### src/hw/tcr_defs.svh
// constants for the timer control register block
// assumes inclusion by the design file only
`ifndef TCR_DEFS_SVH
`define TCR_DEFS_SVH

// register offsets on the plain register port
`define TCR_OFF_CTRL_ONE 4'h0
`define TCR_OFF_CTRL_TWO 4'h1
`define TCR_OFF_FLAGS 4'h2
`define TCR_OFF_CMP1_HI 4'h3
`define TCR_OFF_CMP1_LO 4'h4
`define TCR_OFF_CMP2_HI 4'h5
`define TCR_OFF_CMP2_LO 4'h6
`define TCR_OFF_CNT_HI 4'h7
`define TCR_OFF_CNT_LO 4'h8
`define TCR_OFF_CAP1_HI 4'h9
`define TCR_OFF_CAP1_LO 4'hA
`define TCR_OFF_CAP2_HI 4'hB
`define TCR_OFF_CAP2_LO 4'hC

// reset and reload values
`define TCR_CTRL_ONE_RST 8'h00
`define TCR_CTRL_TWO_RST 8'h00
`define TCR_CNT_RST 16'hFFFC
`define TCR_PWM_RELOAD 16'hFFFC

// clock select codes
`define TCR_CLK_DIV4 2'b00
`define TCR_CLK_DIV2 2'b01
`define TCR_CLK_DIV8 2'b10
`define TCR_CLK_EXT 2'b11

// flag register bit positions
`define TCR_FLAG_CAP1 7
`define TCR_FLAG_CMP1 6
`define TCR_FLAG_OVF 5
`define TCR_FLAG_CAP2 4
`define TCR_FLAG_CMP2 3

`endif

### src/hw/tcr_pkg.sv
// types for the timer control register block
// assumes tcr_defs.svh is on the include path
package tcr_pkg;

    // first control register layout, msb first
    typedef struct packed {
        logic capture_irq_enable;
        logic compare_irq_enable;
        logic overflow_irq_enable;
        logic force_cmp_two;
        logic force_cmp_one;
        logic cmp_two_level;
        logic capture_one_edge;
        logic cmp_one_level;
    } tcr_ctrl_one_t;

    // second control register layout, msb first
    typedef struct packed {
        logic compare_pin_one_enable;
        logic compare_pin_two_enable;
        logic one_pulse_mode;
        logic pwm_mode;
        logic [1:0] clock_select;
        logic capture_two_edge;
        logic ext_clock_edge;
    } tcr_ctrl_two_t;

    typedef struct packed {
        logic [3:0] addr;
        logic [7:0] wdata;
        logic wr;
        logic rd;
    } tcr_bus_req_t;

    typedef struct packed {
        logic cmp_one_out;
        logic cmp_one_oe;
        logic cmp_two_out;
        logic cmp_two_oe;
    } tcr_pins_t;

    typedef enum logic [1:0] {
        TCR_OP_IDLE,
        TCR_OP_WAIT,
        TCR_OP_PULSE
    } tcr_pulse_st_t;

    typedef struct packed {
        tcr_ctrl_one_t ctrl_one;
        tcr_ctrl_two_t ctrl_two;
        logic [7:0] rdata;
        logic [15:0] counter;
        logic [15:0] cmp_one;
        logic [15:0] cmp_two;
        logic [7:0] cmp_hi_hold;
        logic [1:0] cmp_inhibit;
        logic [15:0] cap_one;
        logic [15:0] cap_two;
        logic [7:0] flags;
        logic flags_read;
        logic [2:0] presc;
        logic [2:0] cap_one_d;
        logic [2:0] cap_two_d;
        logic [2:0] ext_d;
        logic cmp_one_pin;
        logic cmp_two_pin;
        tcr_pulse_st_t pulse_st;
    } tcr_state_t;

endpackage : tcr_pkg

### src/hw/tcr_timer_ctrl.sv
// 16-bit timer with its two control registers and data registers
// assumes a synchronous plain register port and synchronous pin inputs
//
// Notes on behaviour
// capture enable passes either capture flag
// compare enable bit 6 passes compare flags
// overflow enable bit 5 passes overflow
// force two copies level two
// force one copies level one
// compare two match drives level two
// level two is second level on pin one
// compare one match drives level one
// capture one edge: 0 falling, 1 rising
// capture two edge bit 1 selects edge
// pin one enable only routes pin
// pin two enable only routes pin
// one pulse started by capture one edge
// modulation: value one pulse, value two period
// clock select 00 div4 01 div2 10 div8
// missing external pin stops the counter
// external edge bit: 0 falling, 1 rising
// modulation wins over one pulse
// interrupt is or of enabled flags
// second control register resets to zero
`timescale 1ns/100ps
`include "tcr_defs.svh"

module tcr_timer_ctrl #(
    parameter bit HAS_EXT_CLK = 1'b1
) (
    input wire logic mclk,
    input wire logic sys_rst,
    input wire tcr_pkg::tcr_bus_req_t bus_req,
    output logic [7:0] bus_rdata,
    input wire logic capture_pin_one,
    input wire logic capture_pin_two,
    input wire logic ext_timer_clock_pin,
    output tcr_pkg::tcr_pins_t pins,
    output logic timer_irq
);
    import tcr_pkg::*;

    initial begin
        if (HAS_EXT_CLK !== 1'b0 && HAS_EXT_CLK !== 1'b1) begin
            $error("HAS_EXT_CLK must be 0 or 1");
        end
    end

    tcr_state_t st_r;
    tcr_state_t st_nxt;

    // ****************************************
    // edge and tick helpers
    // ****************************************
    logic cap_one_rise, cap_one_fall, cap_two_rise, cap_two_fall;
    logic ext_rise, ext_fall, tick, cap_one_ev, cap_two_ev;
    logic match_one, match_two, pwm_on, opm_on;

    always_comb begin
        // delayed copies only; pins are already synchronous
        cap_one_rise = st_r.cap_one_d[1] & ~st_r.cap_one_d[2];
        cap_one_fall = ~st_r.cap_one_d[1] & st_r.cap_one_d[2];
        cap_two_rise = st_r.cap_two_d[1] & ~st_r.cap_two_d[2];
        cap_two_fall = ~st_r.cap_two_d[1] & st_r.cap_two_d[2];
        ext_rise = st_r.ext_d[1] & ~st_r.ext_d[2];
        ext_fall = ~st_r.ext_d[1] & st_r.ext_d[2];
        cap_one_ev = st_r.ctrl_one.capture_one_edge ? cap_one_rise : cap_one_fall;
        cap_two_ev = st_r.ctrl_two.capture_two_edge ? cap_two_rise : cap_two_fall;
        pwm_on = st_r.ctrl_two.pwm_mode;
        opm_on = st_r.ctrl_two.one_pulse_mode & ~pwm_on;
        case (st_r.ctrl_two.clock_select)
            `TCR_CLK_DIV4: tick = (st_r.presc[1:0] == 2'b11);
            `TCR_CLK_DIV2: tick = st_r.presc[0];
            `TCR_CLK_DIV8: tick = (st_r.presc == 3'b111);
            // no pin means no edges: counter holds
            default: begin
                tick = HAS_EXT_CLK
                       & (st_r.ctrl_two.ext_clock_edge ? ext_rise : ext_fall);
            end
        endcase
        match_one = tick & ~st_r.cmp_inhibit[0] & (st_r.counter == st_r.cmp_one);
        match_two = tick & ~st_r.cmp_inhibit[1] & (st_r.counter == st_r.cmp_two);
    end

    // ****************************************
    // next state
    // ****************************************
    always_comb begin
        logic [15:0] cnt_inc;
        cnt_inc = 16'h0000;
        st_nxt = st_r;
        st_nxt.rdata = 8'h00;
        st_nxt.cap_one_d = {st_r.cap_one_d[1:0], capture_pin_one};
        st_nxt.cap_two_d = {st_r.cap_two_d[1:0], capture_pin_two};
        st_nxt.ext_d = {st_r.ext_d[1:0], ext_timer_clock_pin};
        st_nxt.presc = st_r.presc + 3'b001;
        cnt_inc = st_r.counter + 16'h0001;

        // counter and events
        if (tick) begin
            st_nxt.counter = cnt_inc;
            if (st_r.counter == 16'hFFFF) begin
                st_nxt.flags[`TCR_FLAG_OVF] = 1'b1;
            end
        end
        if (match_one) begin
            if (!pwm_on) begin
                st_nxt.flags[`TCR_FLAG_CMP1] = 1'b1;
            end
            // compare logic keeps running whatever the pin enable
            if (!pwm_on && !opm_on) begin
                st_nxt.cmp_one_pin = st_r.ctrl_one.cmp_one_level;
            end
        end
        if (match_two) begin
            if (pwm_on) begin
                // period end doubles as capture one event
                st_nxt.flags[`TCR_FLAG_CAP1] = 1'b1;
                st_nxt.counter = `TCR_PWM_RELOAD;
                st_nxt.cmp_one_pin = st_r.ctrl_one.cmp_two_level;
            end else begin
                st_nxt.flags[`TCR_FLAG_CMP2] = 1'b1;
                st_nxt.cmp_two_pin = st_r.ctrl_one.cmp_two_level;
            end
        end
        if (pwm_on && match_one) begin
            st_nxt.cmp_one_pin = st_r.ctrl_one.cmp_one_level;
        end

        // capture one: disconnected in modulation mode
        if (cap_one_ev && !pwm_on) begin
            st_nxt.flags[`TCR_FLAG_CAP1] = 1'b1;
            st_nxt.cap_one = st_r.counter;
        end
        if (cap_two_ev) begin
            st_nxt.flags[`TCR_FLAG_CAP2] = 1'b1;
            st_nxt.cap_two = st_r.counter;
        end

        // one pulse sequencing
        case (st_r.pulse_st)
            TCR_OP_IDLE: begin
                if (opm_on && cap_one_ev) begin
                    st_nxt.counter = `TCR_PWM_RELOAD;
                    st_nxt.cmp_one_pin = st_r.ctrl_one.cmp_two_level;
                    st_nxt.pulse_st = TCR_OP_PULSE;
                end
            end
            TCR_OP_PULSE: begin
                if (!opm_on) begin
                    st_nxt.pulse_st = TCR_OP_IDLE;
                end else if (match_one) begin
                    st_nxt.cmp_one_pin = st_r.ctrl_one.cmp_one_level;
                    st_nxt.pulse_st = TCR_OP_IDLE;
                end
            end
            default: st_nxt.pulse_st = TCR_OP_IDLE;
        endcase

        // register port: flag clear needs a prior flag read
        if (bus_req.rd) begin
            case (bus_req.addr)
                `TCR_OFF_CTRL_ONE: st_nxt.rdata = st_r.ctrl_one;
                `TCR_OFF_CTRL_TWO: st_nxt.rdata = st_r.ctrl_two;
                `TCR_OFF_FLAGS: st_nxt.rdata = st_r.flags;
                `TCR_OFF_CMP1_HI: st_nxt.rdata = st_r.cmp_one[15:8];
                `TCR_OFF_CMP1_LO: st_nxt.rdata = st_r.cmp_one[7:0];
                `TCR_OFF_CMP2_HI: st_nxt.rdata = st_r.cmp_two[15:8];
                `TCR_OFF_CMP2_LO: st_nxt.rdata = st_r.cmp_two[7:0];
                `TCR_OFF_CNT_HI: st_nxt.rdata = st_r.counter[15:8];
                `TCR_OFF_CNT_LO: st_nxt.rdata = st_r.counter[7:0];
                `TCR_OFF_CAP1_HI: st_nxt.rdata = st_r.cap_one[15:8];
                `TCR_OFF_CAP1_LO: st_nxt.rdata = st_r.cap_one[7:0];
                `TCR_OFF_CAP2_HI: st_nxt.rdata = st_r.cap_two[15:8];
                `TCR_OFF_CAP2_LO: st_nxt.rdata = st_r.cap_two[7:0];
                default: st_nxt.rdata = 8'h00;
            endcase
        end
        if (bus_req.wr) begin
            case (bus_req.addr)
                `TCR_OFF_CTRL_ONE: st_nxt.ctrl_one = bus_req.wdata;
                `TCR_OFF_CTRL_TWO: st_nxt.ctrl_two = bus_req.wdata;
                `TCR_OFF_CMP1_HI: begin
                    st_nxt.cmp_hi_hold = bus_req.wdata;
                    st_nxt.cmp_inhibit[0] = 1'b1;
                end
                `TCR_OFF_CMP1_LO: begin
                    st_nxt.cmp_one = {st_r.cmp_hi_hold, bus_req.wdata};
                    st_nxt.cmp_inhibit[0] = 1'b0;
                end
                `TCR_OFF_CMP2_HI: begin
                    st_nxt.cmp_hi_hold = bus_req.wdata;
                    st_nxt.cmp_inhibit[1] = 1'b1;
                end
                `TCR_OFF_CMP2_LO: begin
                    st_nxt.cmp_two = {st_r.cmp_hi_hold, bus_req.wdata};
                    st_nxt.cmp_inhibit[1] = 1'b0;
                end
                `TCR_OFF_CNT_LO: st_nxt.counter = `TCR_CNT_RST;
                default: ;
            endcase
        end
        if (bus_req.rd || bus_req.wr) begin
            st_nxt.flags_read = (bus_req.rd && bus_req.addr == `TCR_OFF_FLAGS);
            // a clear in the same cycle as a new event loses to the event
            if (st_r.flags_read) begin
                case (bus_req.addr)
                    `TCR_OFF_CAP1_LO: begin
                        st_nxt.flags[`TCR_FLAG_CAP1] = (cap_one_ev & ~pwm_on)
                                                       | (pwm_on & match_two);
                    end
                    `TCR_OFF_CMP1_LO: st_nxt.flags[`TCR_FLAG_CMP1] = match_one & ~pwm_on;
                    `TCR_OFF_CNT_LO: st_nxt.flags[`TCR_FLAG_OVF] = tick & (st_r.counter == 16'hFFFF);
                    `TCR_OFF_CAP2_LO: st_nxt.flags[`TCR_FLAG_CAP2] = cap_two_ev;
                    `TCR_OFF_CMP2_LO: st_nxt.flags[`TCR_FLAG_CMP2] = match_two & ~pwm_on;
                    default: ;
                endcase
            end
        end
    end

    // ****************************************
    // outputs
    // ****************************************
    always_comb begin
        // forcing is a level, held while the bit stays set
        pins.cmp_one_out = st_r.ctrl_one.force_cmp_one ? st_r.ctrl_one.cmp_one_level
                                                       : st_r.cmp_one_pin;
        pins.cmp_two_out = st_r.ctrl_one.force_cmp_two ? st_r.ctrl_one.cmp_two_level
                                                       : st_r.cmp_two_pin;
        pins.cmp_one_oe = st_r.ctrl_two.compare_pin_one_enable;
        pins.cmp_two_oe = st_r.ctrl_two.compare_pin_two_enable;
        bus_rdata = st_r.rdata;
        timer_irq = (st_r.ctrl_one.capture_irq_enable
                     & (st_r.flags[`TCR_FLAG_CAP1] | st_r.flags[`TCR_FLAG_CAP2]))
                  | (st_r.ctrl_one.compare_irq_enable
                     & (st_r.flags[`TCR_FLAG_CMP1] | st_r.flags[`TCR_FLAG_CMP2]))
                  | (st_r.ctrl_one.overflow_irq_enable & st_r.flags[`TCR_FLAG_OVF]);
    end

    always_ff @(posedge mclk or posedge sys_rst) begin
        if (sys_rst) begin
            st_r <= '0;
            st_r.ctrl_one <= `TCR_CTRL_ONE_RST;
            st_r.ctrl_two <= `TCR_CTRL_TWO_RST;
            st_r.counter <= `TCR_CNT_RST;
            st_r.cmp_one <= 16'hFFFF;
            st_r.cmp_two <= 16'hFFFF;
            st_r.cap_one_d <= 3'b111;
            st_r.cap_two_d <= 3'b111;
            st_r.ext_d <= 3'b111;
            st_r.pulse_st <= TCR_OP_IDLE;
        end else begin
            st_r <= st_nxt;
        end
    end

endmodule : tcr_timer_ctrl
### config.mk
export PLATFORM = sky130hd
export DESIGN_NAME = tcr_timer_ctrl
export DESIGN_NICKNAME = d
export VERILOG_FILES = /design/src/hw/tcr_pkg.sv /design/src/hw/tcr_timer_ctrl.sv
export VERILOG_INCLUDE_DIRS = /design/src /design/src/hw
export SDC_FILE = /design/constraint.sdc
export NUM_CORES = 1
export LEC_CHECK = 0
export ABC_CLOCK_PERIOD_IN_PS = 6300
export BUFFER_PORTS_ARGS = -buffer_cell sky130_fd_sc_hd__clkbuf_2
export CORE_ASPECT_RATIO = 1.25
export CORE_UTILIZATION = 40
export DETAILED_ROUTE_END_ITERATION = 10
export GPL_ROUTABILITY_DRIVEN = 0
export PLACE_DENSITY = 0.58
export SYNTH_ARGS = -nofsm -noshare
export SYNTH_HDL_FRONTEND = slang
export SYNTH_SLANG_ARGS = --single-unit
export TNS_END_PERCENT = 100
### constraint.sdc
create_clock -name mclk -period 6.3 [get_ports mclk]
set_input_delay 0.315 -clock mclk [delete_from_list [all_inputs] [get_ports mclk]]
set_output_delay 0.315 -clock mclk [all_outputs]
set_load 0.01 [all_outputs]
======== Yosys cells after proc, flatten, opt, wreduce, memory -nomap -nowiden ========
Cells that the tools add are included.
cells by class
  $add $sub $neg .......................... 2
  eq/ne operators ......................... 22
  multiplexer cells ....................... 51
  bitwise logic cells ..................... 33
  reduce and logical (&&, ||, !) cells .... 23
operators with widths
  kind                   number
  $mux 16                8
  $pmux 8 s13            1
  $mux 58                1
  $eq 16x16->1           2
  $mux 1                 28
  $eq 4x4->1 const B     5
  $and 1x1->1            19
  $reduce_and 2->1       9
  $add 16x1->16 const B  1
  $eq 16x16->1 const B   1
  $eq 4x3->1 const B     4
  $mux 8                 2
  $mux 5                 2
  $not 1->1              9
  $eq 4x2->1 const B     2
  $mux 2                 4
  $eq 2x2->1 const B     3
  $pmux 1 s2             3
  $logic_and 1x1->1      5
  $or 1x1->1             5
  $eq 4x1->1 const B     1
  $logic_not 2->1        2
  $logic_not 4->1        1
  $pmux 2 s2             1
  other kinds (10)       12
word-level totals
  register bits ........................... 136
  bits of input ports ..................... 19
  output and inout bits ................... 13
  word-level logic and storage cells ...... 164

======== Depth between registers and ports, before layout ========
Gate-level depths: netlist of the first run.
  word-level depth ........................ 13
  mapped depth ............................ 10
  depth with buffers taken out ............ 8

======== Worst setup path before layout of the first run ========
No wires, ideal clock.
  kind .................................... register -> register
  start point ............................. reg st_r[109] (netlist name)
  end point ............................... reg st_r[3] (netlist name)
  library setup time ...................... 0.124 ns
  data arrival time ....................... 1.882 ns
  data required time ...................... 6.176 ns
  path slack .............................. 4.294 ns
  cell stages (with the launch flop) ...... 8
  path buffers ............................ 1
  clock period less this slack ............ 2.006 ns
  cells stage by stage .................... dfstp_2 -> clkbuf_1 -> xor2_1 -> nor4_1 -> nand4_1 -> nor4_4 -> nor2_1 -> a211o_1
RTL lines
  element                 line                   text
  start, declared         tcr_timer_ctrl.sv:49   tcr_state_t st_r;
  start signal, assigned  tcr_timer_ctrl.sv:254  st_r <= st_nxt;

==> results of run 1 <==
-- state kept, by name, indices dropped and copies added, names as in the netlist --
| name | count |
|---|---|
| pins | 2 |
| st_r | 118 |
| st_nxt | 6 |
| bus_rdata | 8 |
| pwm_on | 1 |
-- metrics by stage --
| step | std cells | hold WS (ns) | power (W) | utilization [%] | instance area [sq um] |
|---|---|---|---|---|---|
| 3_5_place_dp | 805 | 0.347 | 0.00222 | 41.8 | 7010 |
| 3_3_place_gp | 805 | 0.346 | 0.00219 | 41.8 | 7010 |
| 4_1_cts | 841 | 0.200 | 0.00321 | 45.5 | 7630 |
| 5_1_grt | 841 | 0.218 | 0.00334 | 45.5 | 7630 |
| 2_1_floorplan | 607 | 0.319 | 0.00197 | - | 6850 |
| 6_report | 841 | 0.213 | 0.00319 | 45.5 | 7630 |
-- area by class of cell --
class	count	area (sq um)	area share [%]
Sequential cell	135	3450	45.2
Inverter	7	31.3	0.410
Clock buffer	28	507	6.64
Tap cell	220	275	3.61
Timing Repair Buffer	37	210	2.76
Multi-Input combinational cell	410	3090	40.5
Clock inverter	4	70.1	0.918
-- per-layer routing --
layer | part of all wire, % | wire length (um)
met1 | 42 | 7740
met2 | 47 | 8530
met5 | 0 | 0
met3 | 4.6 | 833
met4 | 6.3 | 1160
-- power by group --
group	leakage, nW	total, W	switching [W]	internal [W]
Sequential	1.49	0.00150	0.000324	0.00118
Combinational	1.27	0.000717	0.000340	0.000377
Clock	0.283	0.000971	0.000348	0.000623
Total	3.05	0.00319	0.00101	0.00218
-- worst reg2reg max path, cell delays in order, from the launching register on --
cell     delay, ns
dfstp_2       0.52
or3b_4        0.38
a21oi_4       0.59
and3_4        0.33
a31oi_1       0.07
and2_1        0.42
nor2b_1       0.23
-- worst paths after layout --
path                            start  cells past startpoint         to  slack (ns)
hold / removal             bus_req[7]                      2  st_r[136]        0.21
min in group asynchronous     sys_rst                      3   st_r[13]        0.51
hold reg to reg             st_nxt[5]                      0  st_nxt[6]        0.35
max in group asynchronous     sys_rst                      4   st_r[31]        4.50
setup reg to reg             st_r[12]                      6  st_r[100]        3.64
setup / recovery             st_r[12]                      6  st_r[100]        3.64
-- cell usage in the layout (no fill, tap or decap), drive strengths merged, types with 5 or more instances in the layout --
cell type   n
a31oi       8
a22oi      10
nand2b      7
mux2i      14
nor2b      11
inv         7
nand3      22
o21ai      19
a221oi      5
xnor2      29
nor3        7
nand2      45
dfstp      55
a21oi      19
dfrtp      80
and2        5
mux2       91
nand4      13
xor2       18
nor2       37
clkbuf     59
and3        6
-- kinds of logic (layout without fill, tap and decap cells) --
logic type	after synthesis	in the layout	synth area share, %
AOI/OAI and AO/OA	88	88	8.71
xor gates and xnor gates	47	47	6.01
adders and majority gates	3	3	0.548
buffers and inverters	62	76	4.69
DFF	135	135	50.3
muxes	107	107	17.7
and+or+nand+nor	165	165	12.1
-- what timing repair did --
item                                   CTS  global route
endpoints found under the hold margin   37             0
resized for setup                        0             0
hold buffers                             4             0
==> impl_metrics.tcl, run 1 <==
set metrics [dict create \
    outcome "finished, final reports clean" \
    max_freq_mhz 376 \
    antennaDiodeCount 0 \
    root_buffer "clkbuf_16" \
    drc 0 \
    worstPathArrival_ns 2.96 \
    synthesis.instances 607 \
    core_sq_um 16800 \
    routed_via_density 5.72 \
    ys_async_sr_fraction_pct 100 \
    syn_nets 629 \
    synth_area_leader_cell "dfrtp_1" \
    cp_top_family "simple AND/OR/NAND/NOR gates" \
    path_class "flip-flop to flip-flop" \
    grtUsageMet1_pct 26.9 \
    htree_levels 4 \
    dr.pass1.iters 5 \
    floorplan.die_area_sq_um 17700 \
    synth.distinct_cells 54 \
    p_leak_nw 3.05 \
    synth_flop_cell "dfrtp_1" \
    io_pins 32 \
    ir_worst_vdd_mv 0.215 \
    nets 630 \
    final-max-slew-violation-count 0 \
    preCtsSetupSlack_ns 3.35 \
    ys_ff_latch 135 \
    rows 53 \
    start_util_pct 40.9 \
    seq_area_frac_synth_pct 50.3 \
    fin_ws_ns 3.64 \
    first_global_vias 4849 \
    tns_ns 0 \
    clock-sinks 135 \
    drtIter0Drc 379 \
    grt_antenna_before_repair 0 \
    worstPathMaxFanout 19 \
    power_density_nw_per_um2 418 \
    clk_latency_ns 0.42 \
    hp-class "input port to flip-flop" \
    rsz0062_at_grt "false" \
    areaGrowthSynthToFinish_pct 11.3 \
    synth_top_area_share_pct 29.2 \
    yosysWarnings 0 \
    critPathBufInv 0 \
    end_kind "flip-flop" \
    fillers 1564 \
    grt_use_met3_pct 4.33 \
    post_drt_wl_per_cell_um 21.7 \
    cts_tree "done" \
    place.port_buffers 31 \
    cap_violations 0 \
    startpoint_type "flip-flop" \
    die_y_um 148 \
    fin_skew_ns 0.00762 \
    post-cts-setup-buffers 0 \
    synth_top_cells_by_area "dfrtp_1, dfstp_2, mux2_2" \
    drive_above_1_share_pct 34.5 \
    syn_area_sq_um 6850 \
    ys_top_cells_by_count "mux2_2, dfrtp_1, dfstp_2" \
    min_period_over_period_pct 42.2 \
    grt_util_all_layers_pct 22.0 \
    clk_pin_slew_ns 0.06 \
    avgSynthCellArea_sq_um 11.3 \
    grt_pass1_wl_um 28500 \
    finalWirelength_um 18300 \
    antenna_left 0 \
    setup_viol 0 \
    cp_slowest_cell "a21oi_4" \
    cts_buffers 17 \
    worstPathCellList "or3b_4, a21oi_4, and3_4, a31oi_1, and2_1, nor2b_1" \
    relSlewSlack_pct 22.2 \
    grt_max_degree 70 \
    via_count 4810 \
    busiest_layer "met2" \
    synth_edf_count 0 \
    crit_required_ns 6.61 \
    met2_usage_pct 34.4 \
    worst_pin_slew_ns 1.17 \
    cts_buffer_depth 2 \
    critPathMaxStageDelay_ns 0.59 \
    yosysMostFrequentCell "mux2_2" \
    dp_hpwl_um 13100 \
    gr-total-overflow 0 \
    hold_violations 0 \
    fin_crit_ns 2.66 \
    die_w_um 119 \
]
(Power assumes the default switching activity.)
==> inputs of run 2 (changes only) <==
--- a/config.mk
+++ b/config.mk
@@ -6,13 +6,14 @@
 export SDC_FILE = /design/constraint.sdc
 export NUM_CORES = 1
 export LEC_CHECK = 0
-export ABC_CLOCK_PERIOD_IN_PS = 6300
+export ABC_AREA = 1
+export ABC_CLOCK_PERIOD_IN_PS = 2400
 export BUFFER_PORTS_ARGS = -buffer_cell sky130_fd_sc_hd__clkbuf_2
 export CORE_ASPECT_RATIO = 1.25
 export CORE_UTILIZATION = 40
 export DETAILED_ROUTE_END_ITERATION = 10
 export GPL_ROUTABILITY_DRIVEN = 0
-export PLACE_DENSITY = 0.58
+export PLACE_DENSITY = 0.6
 export SYNTH_ARGS = -nofsm -noshare
 export SYNTH_HDL_FRONTEND = slang
 export SYNTH_SLANG_ARGS = --single-unit
==> constraint.sdc (replaced) <==
create_clock -name mclk -period 2.4 [get_ports mclk]
set_input_delay 0.12 -clock mclk [delete_from_list [all_inputs] [get_ports mclk]]
set_output_delay 0.12 -clock mclk [all_outputs]
set_load 0.01 [all_outputs]
==> impl_metrics.tcl, run 2 <==
set metrics [dict create \
    drc 0 \
    hold_violations 0 \
    cts_buffers 17 \
    synth_top_area_share_pct 29.4 \
    clk_latency_ns 0.44 \
    cts_tree "done" \
    root_buffer "clkbuf_16" \
    dr.pass1.iters 5 \
    synthesis.instances 869 \
    path_class "flip-flop to flip-flop" \
    grt_max_degree 56 \
    internal_power_w 0.00522 \
    finalWirelength_um 21600 \
    routed_via_density 5.34 \
    ys_async_sr_fraction_pct 100 \
    post-cts-setup-buffers 0 \
    areaGrowthSynthToFinish_pct 16.5 \
    synth_top_cells_by_area "dfrtp_1, dfstp_2, nand2_1" \
    place_area_sq_um 7230 \
    largest_reg_flops 118 \
    ys_top_cells_by_count "nand2_1, inv_1, o21ai_0" \
    power_density_nw_per_um2 1060 \
    relSlewSlack_pct 43.3 \
    antenna_left 0 \
    worstPathArrival_ns 2.48 \
    largest-register "st_r" \
    synth_edf_count 0 \
    synth_flop_cell "dfrtp_1" \
    synth_area_leader_cell "dfrtp_1" \
    synth.distinct_cells 43 \
    yosysWarnings 0 \
    crit_required_ns 2.77 \
    syn_nets 891 \
    core_sq_um 16400 \
    rsz0062_at_grt "false" \
    clk_pin_slew_ns 0.06 \
    dp_hpwl_um 16100 \
    p_leak_nw 3.94 \
    cap_violations 0 \
    fin_area_sq_um 7930 \
    clock-sinks 135 \
    fin_crit_ns 2.11 \
    start_util_pct 41.5 \
    ys_ff_latch 135 \
    grt_pass1_wl_um 34000 \
    startpoint_type "flip-flop" \
    die_w_um 119 \
    die_y_um 148 \
    worst_pin_slew_ns 0.841 \
    htree_levels 4 \
    io_pins 32 \
    comb_power_share_pct 26.1 \
    drtIter0Drc 637 \
    avgSynthCellArea_sq_um 7.83 \
    antennaDiodeCount 0 \
    netSwitchingFraction_pct 37.7 \
    final_cell_mix "nand2_1, inv_1, o21ai_0" \
    fin_cells 1147 \
    power_switching_w 0.00317 \
    ctsResizeCount 0 \
    fin_skew_ns 0.00847 \
    yosysMostFrequentCell "nand2_1" \
    seq_area_frac_synth_pct 50.7 \
    end_kind "flip-flop" \
    fillers 1651 \
    finalPower_w 0.00839 \
    setup_viol 0 \
    drive_above_1_share_pct 17.5 \
    syn_area_sq_um 6810 \
    via_count 6120 \
    outcome "finished, final reports clean" \
    gr-total-overflow 0 \
    max_freq_mhz 473 \
    p_seq_share_pct 43.6 \
    ir_worst_vdd_mv 0.535 \
    pwr-share-clk_pct 30.3 \
    nets 940 \
    hp-class "input port to flip-flop" \
    grt_util_all_layers_pct 26.3 \
    place.port_buffers 31 \
    cts_buffer_depth 2 \
    final_common_cell "nand2_1" \
    fin_util_pct 48.4 \
    floorplan.die_area_sq_um 17500 \
    rows 52 \
    first_global_vias 5986 \
    tns_ns 0 \
    post_drt_wl_per_cell_um 18.8 \
    grt_antenna_before_repair 0 \
    min_period_over_period_pct 88.0 \
    final-max-slew-violation-count 0 \
    dp_cells 1102 \
    worstPathMaxFanout 13 \
]
## run 2: changes by cell type in the layout (fill, tap and decap cells not counted), moves of 24 or more
cell,before,now
nand2_1,45,266
inv_1,6,116
mux2_2,91,1
o21ai_0,17,102
xnor2_1,29,1
nor2_1,36,60
## run 2: layout make-up
| class | count | area (sq um) | share of cell area [%] |
|---|---|---|---|
| Clock inverter | 15 | 145 | 1.83 |
| Multi-Input combinational cell | 577 | 2720 | 34.3 |
| Clock buffer | 17 | 425 | 5.37 |
| Timing Repair Buffer | 62 | 445 | 5.62 |
| Inverter | 125 | 473 | 5.96 |
| Sequential cell | 135 | 3450 | 43.5 |
| Tap cell | 216 | 270 | 3.41 |
## run 2: critical path: stages (launching register included)
cell	delay [ns]
dfstp_2	0.61
inv_1	0.16
nand2_1	0.13
nand2_1	0.06
nor2_1	0.08
nand2_1	0.06
nor2_1	0.26
nand3_1	0.15
nor2_2	0.18
nor2_2	0.07
buf_4	0.19
nand3_1	0.10
## run 2: repair_timing
item                                   in CTS  in global routing
setup endpoints to repair                   0                  0
hold buffers                               13                  0
endpoints found under the hold margin      32                  0
## run 2: cells by family (layout without fill, tap and decap cells)
logic type,count (synthesis),after routing,share of synthesized area (%)
AOI/OAI and AO/OA,171,171,14.1
xor gates and xnor gates,9,9,1.16
adders and majority gates,3,3,0.552
buffers and inverters,157,219,9.38
DFF,135,135,50.7
muxes,1,1,0.165
and+or+nand+nor,393,393,24.0
## run 2: worst paths after layout
check / start / end / slack [ns] / cells after the start
max in group asynchronous: sys_rst / st_r[84] / 1.46 / 4
setup / recovery: st_r[112] / st_r[101] / 0.29 / 11
min in group asynchronous: sys_rst / st_r[56] / 0.25 / 3
hold / removal: bus_req[1] / st_r[58] / 0.02 / 3
setup reg to reg: st_r[112] / st_r[101] / 0.29 / 11
hold reg to reg: st_nxt[8] / st_nxt[9] / 0.36 / 0
## run 2: per-stage QoR
stage	hold slack, ns	worst slack, ns
after global routing	0.0393	0.107
after global placement	0.157	0.325
final	0.0159	0.288
after floorplan	0.124	0.625
after CTS	0.00437	0.347
after detailed placement	0.156	0.366
## run 2: power by group through the flow
stage | Clock (W) | Sequential [W] | Combinational (W)
final | 0.00254 | 0.00366 | 0.00219
after global routing | 0.00267 | 0.00373 | 0.00248
after CTS | 0.00257 | 0.00364 | 0.00215
after detailed placement | 0 | 0.00366 | 0.00212
after global placement | 0 | 0.00366 | 0.00211
after floorplan | 0 | 0.00341 | 0.00158
## run 2: per-layer routing
layer  vias up  part of all wire (%)  GRT usage (%)
li1       2881                     -              -
met4         0                   5.6           16.0
met1      2890                    40           32.7
met5         -                     0              0
met3        76                   6.5           4.78
met2       273                    48           42.7
